## config.mk

```make
export PLATFORM = sky130hd
export DESIGN_NAME = acrb_top
export DESIGN_NICKNAME = d
export VERILOG_FILES = /design/src/inc/acrb_pkg.sv /design/src/core/acrb_top.sv /design/src/core/acrb_regs.sv
export SDC_FILE = /design/constraint.sdc
export NUM_CORES = 1
export LEC_CHECK = 0
export BUFFER_PORTS_ARGS = -buffer_cell sky130_fd_sc_hd__clkbuf_2
export CAP_MARGIN = 20
export CELL_PAD_IN_SITES_DETAIL_PLACEMENT = 0
export CELL_PAD_IN_SITES_GLOBAL_PLACEMENT = 1
export CORE_UTILIZATION = 40
export CTS_CLUSTER_SIZE = 28
export DETAILED_ROUTE_END_ITERATION = 8
export HOLD_SLACK_MARGIN = 0.03
export PLACE_DENSITY = 0.87
export SLEW_MARGIN = 0
export SYNTH_ARGS = -nofsm -noshare
export SYNTH_HDL_FRONTEND = slang
export SYNTH_SLANG_ARGS = --single-unit
```

## constraint.sdc

```tcl
create_clock -name clk_sys_in -period 2 [get_ports clk_sys_in]
set_input_delay 0.3 -clock clk_sys_in [delete_from_list [all_inputs] [get_ports clk_sys_in]]
set_output_delay 0.3 -clock clk_sys_in [all_outputs]
set_load 0.01 [all_outputs]
```

## src/inc/acrb_pkg.sv

```systemverilog
/*
 amp control register bank: shared constants, types and the register map.
 assumes one system clock and an active-high asynchronous reset everywhere.
*/
// How it works
// - clip threshold top six bits from power
// - sleep bit disables power stage only
// - shutdown low powers down both domains
// - bit seven set bypasses highpass filter
// - boost field adds zero to eighteen dB
// - speed bit selects single or double rates
// - three-bit field selects serial input format
// - fade bit enables volume fading, resets set
// - right mute bit forces half duty output
// - left mute bit forces half duty output
// - identification register returns a fixed code
// - write: address, register, data, each acknowledged
// - read: pointer write, restart, bytes back until not-acknowledge
package acrb_pkg;
   // register offsets
   localparam logic [7:0] ADDR_ID = 8'h00;
   localparam logic [7:0] ADDR_PWR = 8'h01;
   localparam logic [7:0] ADDR_DIG = 8'h02;
   localparam logic [7:0] ADDR_VOL = 8'h03;
   // reset values
   localparam logic [7:0] RST_PWR = 8'hfd;
   localparam logic [7:0] RST_DIG = 8'h14;
   localparam logic [7:0] RST_VOL = 8'h80;
   // writable bit masks, the rest is read-only
   localparam logic [7:0] MASK_PWR = 8'hff;
   localparam logic [7:0] MASK_DIG = 8'hbf;
   localparam logic [7:0] MASK_VOL = 8'h83;
   // field positions
   localparam int PWR_CLIP_LSB = 2;
   localparam int PWR_SLEEP = 1;
   localparam int PWR_SD_N = 0;
   localparam int DIG_HPF = 7;
   localparam int DIG_BOOST_LSB = 4;
   localparam int DIG_SPEED = 3;
   localparam int DIG_FMT_LSB = 0;
   localparam int VOL_FADE = 7;
   localparam int VOL_MUTE_R = 1;
   localparam int VOL_MUTE_L = 0;
   // identification code, value arbitrary
   localparam logic [7:0] ID_CODE = 8'h5a;
   // default bus address of the device, value arbitrary
   localparam logic [6:0] DEV_ADDR_DEF = 7'h2a;

   typedef enum logic [2:0] {
      FMT_RJ24 = 3'h0,
      FMT_RJ20 = 3'h1,
      FMT_RJ18 = 3'h2,
      FMT_RJ16 = 3'h3,
      FMT_I2S = 3'h4,
      FMT_LJ = 3'h5
   } acrb_fmt_t;

   typedef struct packed {
      logic en;
      logic [7:0] addr;
      logic [7:0] data;
   } acrb_wr_t;

   typedef struct packed {
      logic [5:0] clip_threshold_hi;
      logic amp_sleep;
      logic amp_shutdown_n;
      logic highpass_skip;
      logic [1:0] boost;
      logic rate_speed_select;
      acrb_fmt_t audio_format;
      logic fade_enable;
      logic mute_right;
      logic mute_left;
   } acrb_ctrl_t;
endpackage

```

## src/core/acrb_top.sv

```systemverilog
/*
 amp control register bank with its two-wire serial slave port.
 assumes scl and sda come from pins (synchronised here) and that sda is an
 open-drain wire pulled high outside; the lower clip threshold bits come from
 logic on the same clock.
*/
`timescale 1ns/1ps
module acrb_top #(
   parameter logic [6:0] DEV_ADDR = acrb_pkg::DEV_ADDR_DEF
) (
   input wire logic clk_sys_in,
   input wire logic rst_in,
   input wire logic scl_in,
   input wire logic sda_in,
   output logic sda_out,
   output logic sda_oe_out,
   input wire logic [7:0] clip_mid_in,
   input wire logic [5:0] clip_low_in,
   output acrb_pkg::acrb_ctrl_t ctrl_out,
   output logic [19:0] clip_threshold_out,
   output logic power_stage_en_out,
   output logic logic_supply_en_out
);
   typedef enum logic [4:0] {
      ST_IDLE = 5'h01,
      ST_RX = 5'h02,
      ST_ACK = 5'h04,
      ST_TX = 5'h08,
      ST_MACK = 5'h10
   } acrb_st_t;

   typedef struct packed {
      logic scl_s1;
      logic scl_s2;
      logic scl_p;
      logic sda_s1;
      logic sda_s2;
      logic sda_p;
      acrb_st_t st;
      logic [3:0] cnt;
      logic [7:0] sh;
      logic [7:0] ptr;
      logic [1:0] idx;
      logic rw;
      logic nack;
      logic oe;
      acrb_pkg::acrb_wr_t wr;
   } acrb_state_t;

   acrb_state_t q, d;
   logic [7:0] rd_data;
   logic start, stop, rise, fall;

   // bus conditions from the synchronised and delayed pin levels
   assign rise = q.scl_s2 & ~q.scl_p;
   assign fall = ~q.scl_s2 & q.scl_p;
   assign start = q.scl_s2 & q.scl_p & q.sda_p & ~q.sda_s2;
   assign stop = q.scl_s2 & q.scl_p & ~q.sda_p & q.sda_s2;

   // protocol engine
   always_comb begin
      d = q;
      d.scl_s1 = scl_in;
      d.scl_s2 = q.scl_s1;
      d.scl_p = q.scl_s2;
      d.sda_s1 = sda_in;
      d.sda_s2 = q.sda_s1;
      d.sda_p = q.sda_s2;
      d.wr.en = 1'b0;
      if (start) begin
         // start or repeated start: next byte is the device address
         d.st = ST_RX;
         d.cnt = 4'h0;
         d.idx = 2'h0;
         d.oe = 1'b0;
      end else if (stop) begin
         d.st = ST_IDLE;
         d.oe = 1'b0;
      end else begin
         case (q.st)
            ST_RX: begin
               if (rise) begin
                  d.sh = {q.sh[6:0], q.sda_s2};
                  d.cnt = q.cnt + 4'h1;
               end
               if (fall && q.cnt == 4'h8) begin
                  d.cnt = 4'h0;
                  d.st = ST_ACK;
                  d.oe = 1'b1; // acknowledge each received byte, except a foreign device address
                  if (q.idx != 2'h3) begin
                     d.idx = q.idx + 2'h1;
                  end
                  case (q.idx)
                     2'h0: begin
                        d.rw = q.sh[0]; // direction bit, 1 selects read
                        if (q.sh[7:1] != DEV_ADDR) begin
                           d.st = ST_IDLE;
                           d.oe = 1'b0;
                        end
                     end
                     2'h1: d.ptr = q.sh; // register address byte
                     default: begin
                        d.wr = '{en: 1'b1, addr: q.ptr, data: q.sh};
                        d.ptr = q.ptr + 8'h01;
                     end
                  endcase
               end
            end
            ST_ACK: begin
               if (fall) begin
                  if (q.rw) begin
                     // present the first read bit while scl is low
                     d.st = ST_TX;
                     d.sh = rd_data;
                     d.oe = ~rd_data[7];
                     d.cnt = 4'h0;
                  end else begin
                     d.st = ST_RX;
                     d.oe = 1'b0;
                  end
               end
            end
            ST_TX: begin
               if (rise) begin
                  d.cnt = q.cnt + 4'h1;
               end
               if (fall) begin
                  if (q.cnt == 4'h8) begin
                     d.oe = 1'b0;
                     d.st = ST_MACK;
                  end else begin
                     d.sh = {q.sh[6:0], 1'b0};
                     d.oe = ~q.sh[6];
                  end
               end
            end
            ST_MACK: begin
               if (rise) begin
                  d.nack = q.sda_s2;
                  if (!q.sda_s2) begin
                     d.ptr = q.ptr + 8'h01;
                  end
               end
               if (fall) begin
                  if (q.nack) begin
                     d.st = ST_IDLE; // host ends the read with not-acknowledge
                  end else begin
                     d.st = ST_TX;
                     d.sh = rd_data;
                     d.oe = ~rd_data[7];
                     d.cnt = 4'h0;
                  end
               end
            end
            ST_IDLE: d.oe = 1'b0;
            default: begin
               d.st = ST_IDLE;
               d.oe = 1'b0;
            end
         endcase
      end
   end

   // state register
   always_ff @(posedge clk_sys_in or posedge rst_in) begin
      if (rst_in) begin
         q <= '{scl_s1: 1'b1, scl_s2: 1'b1, scl_p: 1'b1, sda_s1: 1'b1, sda_s2: 1'b1, sda_p: 1'b1,
                st: ST_IDLE, cnt: 4'h0, sh: 8'h00, ptr: 8'h00, idx: 2'h0, rw: 1'b0, nack: 1'b0,
                oe: 1'b0, wr: '{en: 1'b0, addr: 8'h00, data: 8'h00}};
      end else begin
         q <= d;
      end
   end

   // register storage
   acrb_regs u_regs (
      .clk_sys_in(clk_sys_in),
      .rst_in(rst_in),
      .wr_in(q.wr),
      .rd_addr_in(q.ptr),
      .rd_data_out(rd_data),
      .ctrl_out(ctrl_out)
   );

   // pin and control outputs
   assign sda_out = 1'b0; // open drain: only ever pulls low
   assign sda_oe_out = q.oe;
   assign clip_threshold_out = {ctrl_out.clip_threshold_hi, clip_mid_in, clip_low_in};
   assign power_stage_en_out = ctrl_out.amp_shutdown_n & ~ctrl_out.amp_sleep;
   assign logic_supply_en_out = ctrl_out.amp_shutdown_n;

   // protocol checks
   idle_release_a: assert property (@(posedge clk_sys_in) disable iff (rst_in)
      q.st == ST_IDLE |-> !sda_oe_out)
      else $error("sda driven while idle");
   stop_idle_a: assert property (@(posedge clk_sys_in) disable iff (rst_in)
      (stop && !start) |=> q.st == ST_IDLE && !sda_oe_out)
      else $error("stop did not end transfer");
   write_ack_a: assert property (@(posedge clk_sys_in) disable iff (rst_in)
      q.wr.en |-> q.st == ST_ACK && sda_oe_out)
      else $error("data write not acknowledged");
   power_stage_a: assert property (@(posedge clk_sys_in) disable iff (rst_in)
      ctrl_out.amp_sleep |-> !power_stage_en_out ##0 logic_supply_en_out == ctrl_out.amp_shutdown_n)
      else $error("power stage enabled in sleep");
   shutdown_off_a: assert property (@(posedge clk_sys_in) disable iff (rst_in)
      !ctrl_out.amp_shutdown_n |-> !power_stage_en_out && !logic_supply_en_out)
      else $error("supply enabled in shutdown");

   // bus timing checks
   addr_match_a: assert property (@(posedge clk_sys_in) disable iff (rst_in)
      (q.st == ST_RX && fall && q.cnt == 4'h8 && q.idx == 2'h0 && q.sh[7:1] == DEV_ADDR) |=>
      q.st == ST_ACK && sda_oe_out)
      else $error("own address not acknowledged");
   addr_miss_a: assert property (@(posedge clk_sys_in) disable iff (rst_in)
      (q.st == ST_RX && fall && q.cnt == 4'h8 && q.idx == 2'h0 && q.sh[7:1] != DEV_ADDR) |=>
      q.st == ST_IDLE && !sda_oe_out)
      else $error("foreign address acknowledged");
   scl_high_hold_a: assert property (@(posedge clk_sys_in) disable iff (rst_in)
      (q.scl_s2 && q.scl_p && !start && !stop) |=> $stable(sda_oe_out))
      else $error("sda changed while scl high");
   tx_bit_a: assert property (@(posedge clk_sys_in) disable iff (rst_in)
      q.st == ST_TX |-> sda_oe_out == !q.sh[7])
      else $error("read bit does not match data");
   read_end_a: assert property (@(posedge clk_sys_in) disable iff (rst_in)
      (q.st == ST_MACK && fall && q.nack) |=> q.st == ST_IDLE && !sda_oe_out)
      else $error("read not ended after not-acknowledge");
endmodule

```

## src/core/acrb_regs.sv

```systemverilog
/*
 register storage of the amp control bank with read mux and field outputs.
 assumes write strobes and read address come from logic on the same clock.
*/
`timescale 1ns/1ps
module acrb_regs (
   input wire logic clk_sys_in,
   input wire logic rst_in,
   input acrb_pkg::acrb_wr_t wr_in,
   input wire logic [7:0] rd_addr_in,
   output logic [7:0] rd_data_out,
   output acrb_pkg::acrb_ctrl_t ctrl_out
);
   typedef struct packed {
      logic [7:0] pwr;
      logic [7:0] dig;
      logic [7:0] vol;
   } acrb_regs_t;

   acrb_regs_t q, d;

   // masked byte write, read-only bits keep their value
   function automatic logic [7:0] acrb_merge(input logic [7:0] old, input logic [7:0] val, input logic [7:0] m);
      acrb_merge = (old & ~m) | (val & m);
   endfunction

   // write decode
   always_comb begin
      d = q;
      if (wr_in.en) begin
         case (wr_in.addr)
            acrb_pkg::ADDR_PWR: d.pwr = acrb_merge(q.pwr, wr_in.data, acrb_pkg::MASK_PWR);
            acrb_pkg::ADDR_DIG: d.dig = acrb_merge(q.dig, wr_in.data, acrb_pkg::MASK_DIG);
            acrb_pkg::ADDR_VOL: d.vol = acrb_merge(q.vol, wr_in.data, acrb_pkg::MASK_VOL);
            default: d = q; // identification and unmapped ignore writes
         endcase
      end
   end

   // state register
   always_ff @(posedge clk_sys_in or posedge rst_in) begin
      if (rst_in) begin
         q <= '{pwr: acrb_pkg::RST_PWR, dig: acrb_pkg::RST_DIG, vol: acrb_pkg::RST_VOL};
      end else begin
         q <= d;
      end
   end

   // read mux, unmapped offsets read zero
   always_comb begin
      case (rd_addr_in)
         acrb_pkg::ADDR_ID: rd_data_out = acrb_pkg::ID_CODE;
         acrb_pkg::ADDR_PWR: rd_data_out = q.pwr;
         acrb_pkg::ADDR_DIG: rd_data_out = q.dig;
         acrb_pkg::ADDR_VOL: rd_data_out = q.vol;
         default: rd_data_out = 8'h00;
      endcase
   end

   // field outputs
   assign ctrl_out.clip_threshold_hi = q.pwr[acrb_pkg::PWR_CLIP_LSB +: 6];
   assign ctrl_out.amp_sleep = q.pwr[acrb_pkg::PWR_SLEEP];
   assign ctrl_out.amp_shutdown_n = q.pwr[acrb_pkg::PWR_SD_N];
   assign ctrl_out.highpass_skip = q.dig[acrb_pkg::DIG_HPF];
   assign ctrl_out.boost = q.dig[acrb_pkg::DIG_BOOST_LSB +: 2];
   assign ctrl_out.rate_speed_select = q.dig[acrb_pkg::DIG_SPEED];
   assign ctrl_out.audio_format = acrb_pkg::acrb_fmt_t'(q.dig[acrb_pkg::DIG_FMT_LSB +: 3]);
   assign ctrl_out.fade_enable = q.vol[acrb_pkg::VOL_FADE];
   assign ctrl_out.mute_right = q.vol[acrb_pkg::VOL_MUTE_R];
   assign ctrl_out.mute_left = q.vol[acrb_pkg::VOL_MUTE_L];

   // checks on the stored state
   reset_values_a: assert property (@(posedge clk_sys_in) $fell(rst_in) |->
      q.dig == acrb_pkg::RST_DIG && q.vol == acrb_pkg::RST_VOL && q.pwr == acrb_pkg::RST_PWR)
      else $error("register reset values wrong");
   pwr_write_a: assert property (@(posedge clk_sys_in) disable iff (rst_in)
      (wr_in.en && wr_in.addr == acrb_pkg::ADDR_PWR) |=> q.pwr == $past(wr_in.data))
      else $error("power register write lost");
   ro_bits_a: assert property (@(posedge clk_sys_in) disable iff (rst_in)
      q.dig[6] == 1'b0 && q.vol[6:2] == 5'h00)
      else $error("read-only bit changed");
   id_read_a: assert property (@(posedge clk_sys_in) disable iff (rst_in)
      rd_addr_in == acrb_pkg::ADDR_ID |-> rd_data_out == acrb_pkg::ID_CODE)
      else $error("identification read wrong");
   idle_hold_a: assert property (@(posedge clk_sys_in) disable iff (rst_in)
      !wr_in.en |=> $stable(q))
      else $error("register changed without write");
endmodule

```

## After elaboration in Yosys (flattened, before gate mapping)

Index checks and enable logic that the tools add are counted.

| storage, ports and cells | value |
|---|---|
| input bits | 18 |
| word-level logic and storage cells | 153 |
| bits in registers | 77 |
| output and inout bits | 42 |

| operators by class | value |
|---|---|
| add/subtract/negate cells | 3 |
| multiplexer cells | 48 |
| eq/ne operators | 40 |
| reductions and logical operators | 22 |
| bitwise logic cells | 20 |

Operators with widths:

| kind | count |
|---|---|
| two-way mux 17 bit | 6 |
| one-hot mux 12 bit (4 select lines) | 1 |
| two-way mux 12 bit | 3 |
| equality test 8 x 2 -> 1 bit, second input constant | 4 |
| two-way mux 8 bit | 4 |
| one-hot mux 8 bit (2 select lines) | 2 |
| one-hot mux 8 bit (4 select lines) | 1 |
| inequality test 4 bit, second input constant | 7 |
| inequality test 2 bit, second input constant | 13 |
| one-hot mux 5 bit (5 select lines) | 1 |
| two-way mux 24 bit | 1 |
| two-way mux 5 bit | 4 |
| two-way mux 18 bit | 1 |
| two-way mux 9 bit | 2 |
| inequality test 3 bit, second input constant | 6 |
| equality test 8 x 1 -> 1 bit, second input constant | 2 |
| bitwise OR 7 x 8 -> 8 bit | 2 |
| AND reduction 5 bit | 3 |
| two-way mux 1 bit | 13 |
| two-way mux 4 bit | 3 |
| two-way mux 11 bit | 1 |
| inverter 1 bit | 10 |
| AND reduction 10 bit | 1 |
| adder 8 x 1 -> 8 bit, second input constant | 1 |
| other kinds (26) | 41 |

## Longest topological paths before layout

| depth | value |
|---|---|
| depth in word-level cells | 8 |
| mapped depth | 9 |
| depth with buffers taken out | 7 |

## Cells and area by module

A second synthesis with hierarchy kept.

| unflattened totals | value |
|---|---|
| cells, all modules | 370 |
| area total of the unflattened synthesis | 3886.2 µm² |

By module, submodules not included:

| module | sequential area each (µm²) | times used | area an instance (µm²) | cells an instance |
|---|---|---|---|---|
| acrb_top | 1335.0 | 1 | 2975.4 | 299 |
| acrb_regs | 462.9 | 1 | 910.9 | 71 |

## Worst setup path after synthesis

No wires, ideal clock.

| timing path | value |
|---|---|
| path kind | register to register |
| start | register q[44] (netlist name) |
| end | register q[29] (netlist name) |
| cell stages (with the launch flop) | 8 |
| buffers on the path | 2 |
| setup time | 0.125 ns |
| arrival time | 1.941 ns |
| path slack | -0.066 ns |
| path through | dfrtp_1 buf_4 or4b_2 nor3_1 o211ai_1 buf_2 o21ai_0 o21ai_1 |

| between the ends | value |
|---|---|
| word-level cells in the longest chain between the ends | 3 |

RTL lines:

| what | RTL line | text |
|---|---|---|
| start, declared | acrb_top.sv:50 | `acrb_state_t q, d;` |
| start signal, assigned | acrb_top.sv:167 | `q <= '{scl_s1: 1'b1, scl_s2: 1'b1, scl_p: 1'b1, sda_s1: 1'b1, sda_s2: 1'b1, sda_p: 1'b1,` |
| equality test 5 x 2 -> 1 bit or equality test 5 bit (tied branches) | acrb_top.sv:80 | `case (q.st)` |
| inequality test 2 bit (no line) or nonzero test 2 bit (tied branches) | n/a |  |
| AND reduction 7 bit (no line) | n/a |  |

Several ways; a longest one is shown, not always the timed one.
A chain may end at the register's enable or synchronous reset.

## Worst setup path after layout

| timing path | value |
|---|---|
| start | register q[23] (netlist name) |
| end | register q (netlist bit sda_oe_out) |

| between the ends | value |
|---|---|
| word-level cells in the longest chain between the ends | 8 |

RTL lines:

| what | RTL line | text |
|---|---|---|
| equality test 8 x 2 -> 1 bit (tied with other cells) | acrb_regs.sv:51 | `case (rd_addr_in)` |
| one-hot mux 8 bit (4 select lines) (*) | acrb_regs.sv:51 |  |
| inverter 1 bit (*) | acrb_top.sv:115, acrb_top.sv:150 |  |
| two-way mux 1 bit (on tied branches) | acrb_top.sv:145, acrb_top.sv:111 |  |
| two-way mux 1 bit (on tied branches) | acrb_top.sv:144, acrb_top.sv:110 |  |
| one-hot mux 1 bit (4 select lines) (*) | acrb_top.sv:80 |  |
| two-way mux 1 bit (*) | acrb_top.sv:76 | `end else if (stop) begin` |
| two-way mux 1 bit (*) | acrb_top.sv:70 | `if (start) begin` |

Mark *: on every way between the ends. The rest lies on a longest branch, timed or not. The select of a mux whose other input is x is not followed.

==> key figures <==
Critical path
  – CP Buf/Inv Count: 2
  – CP peak stage delay: 0.42 ns
  – Critical path class: register to register
  – Critical path's top delay family: compound AO/OA/AOI/OAI gates
  – CP endpoint kind: register
  – Crit path arrival time: 2.31 ns
  – Reg2Reg Depth: 8
  – Worst Path Required: 2.27 ns
  – Slowest stage cell on the critical path: dfrtp_1
  – Cells along the critical path: inv_2 > ha_4 > a222oi_1 > buf_4 > and3b_1 > o32ai_2 > o2111ai_1 > a21oi_1
  – CP startpoint kind: register
  – Crit path depth: 8
  – Crit Path Max Fanout: 4

Final layout
  – Final non-filler cell total: 594
  – Synth-to-Final Area Change: 30.44%
  – Final Cell Area: 5066 µm²
  – Nets: 487
  – FILL cells: 786
  – Commonest non-fill, non-tap cell in the layout: buf_4
  – Ant. Diodes: 0
  – Share of cells above drive strength 1: 0.4774
  – Final core utilization: 0.5431
  – Most frequent cells in the layout: buf_4 (73), dfrtp_1 (50), mux2_2 (35), clkbuf_2 (30), nand2_1 (25)

STA
  – Crit share post-route: 1.023
  – Period minus WS final: 2.046 ns
  – Fmax achieved: 488.8 MHz
  – Setup violations, final: 1
  – Final Hold Slack: 0.03133 ns
  – PnR worst setup slack: -0.04587 ns
  – Final hold viol count: 0
  – Relative slew slack: 0.6618
  – TNS Setup: -0.04587 ns
  – Worst Tran Pin Value: 0.5062 ns
  – Final max-slew violation count: 0
  – RSZ-0062 raised after global routing: yes
  – Post-Route Skew: 0.01688 ns

Logic synthesis
  – Sequential element share of the synthesized area: 0.4630
  – Syn nets: 395
  – #FFs+latches synth: 71
  – Syn Std Cell Area: 3884 µm²
  – Avg Synthesized Cell Area: 10.55 µm²
  – Synth Flop Type: dfrtp_1
  – Library cells used by synthesis: 61
  – Ys async rst share: 1.000
  – Post-synth EDFFs: 0
  – Cells after Synth: 368
  – Synth Warn #: 0

Global routing
  – Gr usage total: 0.1924
  – Initial antenna violation count: 0
  – First-pass GRT wire length: 14,990 µm
  – Grt ovf: 0
  – Vias in the first global route: 2,937
  – Largest net degree at the start of global routing: 72

Pwr
  – PwrDens: 612.1 nW/µm²
  – Clock Power Share: 0.413
  – Switching Share: 0.2471
  – Max IR drop VDD: 0.0003936 V
  – Combinational power share: 0.086
  – Pwr Total: 3.101 mW
  – Static leakage: 2.330 nW
  – Cell-internal power: 2.335 mW
  – Part of the power in registers: 0.501
  – Switching power: 0.7662 mW

Run status
  – Status: finished, violations left
  – Failing checks: setup timing

Clock network
  – H-Tree Depth: 3
  – TritonCTS Sinks: 71
  – CTS root buffer: clkbuf_8
  – Clk slew on worst S/H paths: 0.09 ns
  – Cts bufs inserted: 9
  – Clock Path Buffers: 2
  – Clock latency on the worst-skew pair: 0.35 ns
  – CTS tree: done

Routing
  – Detailed Route WL: 9665 µm
  – Drt via density: 5.406
  – First-pass iteration count of the detailed router: 5
  – WL/cell: 16.27 µm
  – Via count: 3,211
  – Final ANT Viol Nets: 0
  – Remaining DRCs: 0
  – Initial drt markers: 247

Die
  – Die width: 100.5 µm
  – Core area: 9328 µm²
  – Die H: 100.5 µm
  – Initial Util: 0.4164
  – Num rows: 35
  – Top Ports: 60
  – Die Footprint: 10,110 µm²

Placement
  – Final GP Congestion: 0.9760
  – HPWL after DPL: 6655 µm
  – DP Area: 4501 µm²
  – Placed Instances: 556
  – Worst slack at placement: -0.1543 ns
  – PortBufs: 30

Flow run
  – Max-Cap Viols: 0

Worst hold path
  – Hold Path Class: primary input to async pin
[routing by layer]
layer,global-route usage,share of wire,up-vias
met3,0.03883,0.043,14
met5,0,0,-
met4,0.06689,0.020,0
met1,0.2678,0.45,1602
li1,-,-,1512
met2,0.2993,0.48,83
[worst paths after layout]
kind / startpoint / endpoint / slack, ns
max: q[23] / sda_oe_out / -0.05
max in group asynchronous: rst_in / q[47] / 1.62
min in group clk_sys_in: d[51] / d[50] / 0.36
min reg2reg: d[51] / d[50] / 0.36
max reg2reg: q[23] / sda_oe_out / -0.05
min: rst_in / q[38] / 0.03
[power groups by stage]
stage | Sequential (mW) | Clock (mW) | Combinational, mW
final | 1.56 | 1.28 | 0.266
after global placement | 1.58 | 0 | 0.226
after CTS | 1.55 | 1.30 | 0.236
after floorplan | 1.56 | 0 | 0.179
after global routing | 1.56 | 1.37 | 0.293
after detailed placement | 1.58 | 0 | 0.231
[what timing repair did]
action                                 in CTS  in global routing
resized for setup                           5                 47
endpoints found under the hold margin       2                  0
cloned                                      0                  2
buffers inserted                            5                 13
setup endpoints to repair                  17                 44
hold buffers                                2                  0
pin swaps                                   6                 17
[Yosys cell counts (2+ instances only)]
library cell   n  area, µm²
dfrtp_1       54       1351
mux2_2        35      394.1
buf_4         25      187.7
nand2_1       25      93.84
nor2_1        20      75.07
o21ai_0       19      95.09
dfstp_2       17      446.7
nand3_1       13      65.06
a21oi_1       12      60.06
o211ai_1      11      82.58
inv_1         10      37.54
ha_1           9      112.6
nor2b_1        8      50.05
nor3_1         6      30.03
nor4_1         6      37.54
o21a_1         6      45.04
buf_2          5      25.02
clkbuf_1       5      18.77
nand2b_1       5      31.28
or3_1          5      31.28
a22oi_1        4      30.03
and3_1         4      25.02
mux2i_1        4      40.04
nor3b_1        4      30.03
a21o_1         3      22.52
a221o_1        3      30.03
a222oi_1       3      30.03
a31oi_1        3      18.77
o2111ai_1      3      26.28
o21ai_1        3      15.01
a21oi_2        2      17.52
a221oi_1       2      17.52
a32oi_1        2      17.52
and3b_1        2      17.52
nor3b_2        2      25.02
nor4b_1        2      17.52
xor2_1         2      17.52
[worst reg2reg max path, delay by kind of cell (launching register included)]
kind / cells / cell delay (ns)
DFF: 1 / 0.42
adders and majority gates: 1 / 0.17
and+or+nand+nor: 1 / 0.19
buffers and inverters: 2 / 0.27
AOI/OAI and AO/OA: 4 / 0.91
[cell type report]
type | instances | area [µm²] | share of cell area
Sequential cell | 71 | 1803 | 0.3559
Clock inverter | 6 | 92.59 | 0.01828
Multi-Input combinational cell | 251 | 1956 | 0.3860
Clock buffer | 10 | 127.6 | 0.02519
Inverter | 10 | 41.29 | 0.008150
Timing Repair Buffer | 117 | 884.6 | 0.1746
Tap cell | 129 | 161.4 | 0.03186
[registers in the layout (all words and copies together), names as in the netlist]
register         flops
d                    4
u_regs.ctrl_out     18
q                   48
sda_oe_out           1
[cells by family (layout without fill, tap and decap cells)]
family,Yosys count,after routing,synth area share
muxes,39,39,0.1118
DFF,71,71,0.4630
AOI/OAI and AO/OA,87,87,0.1546
and+or+nand+nor,112,112,0.1598
adders and majority gates,9,9,0.02900
other,1,1,0.0009656
buffers and inverters,46,143,0.07217
xor gates and xnor gates,3,3,0.008700
Power figures use the tool's default switching activity.
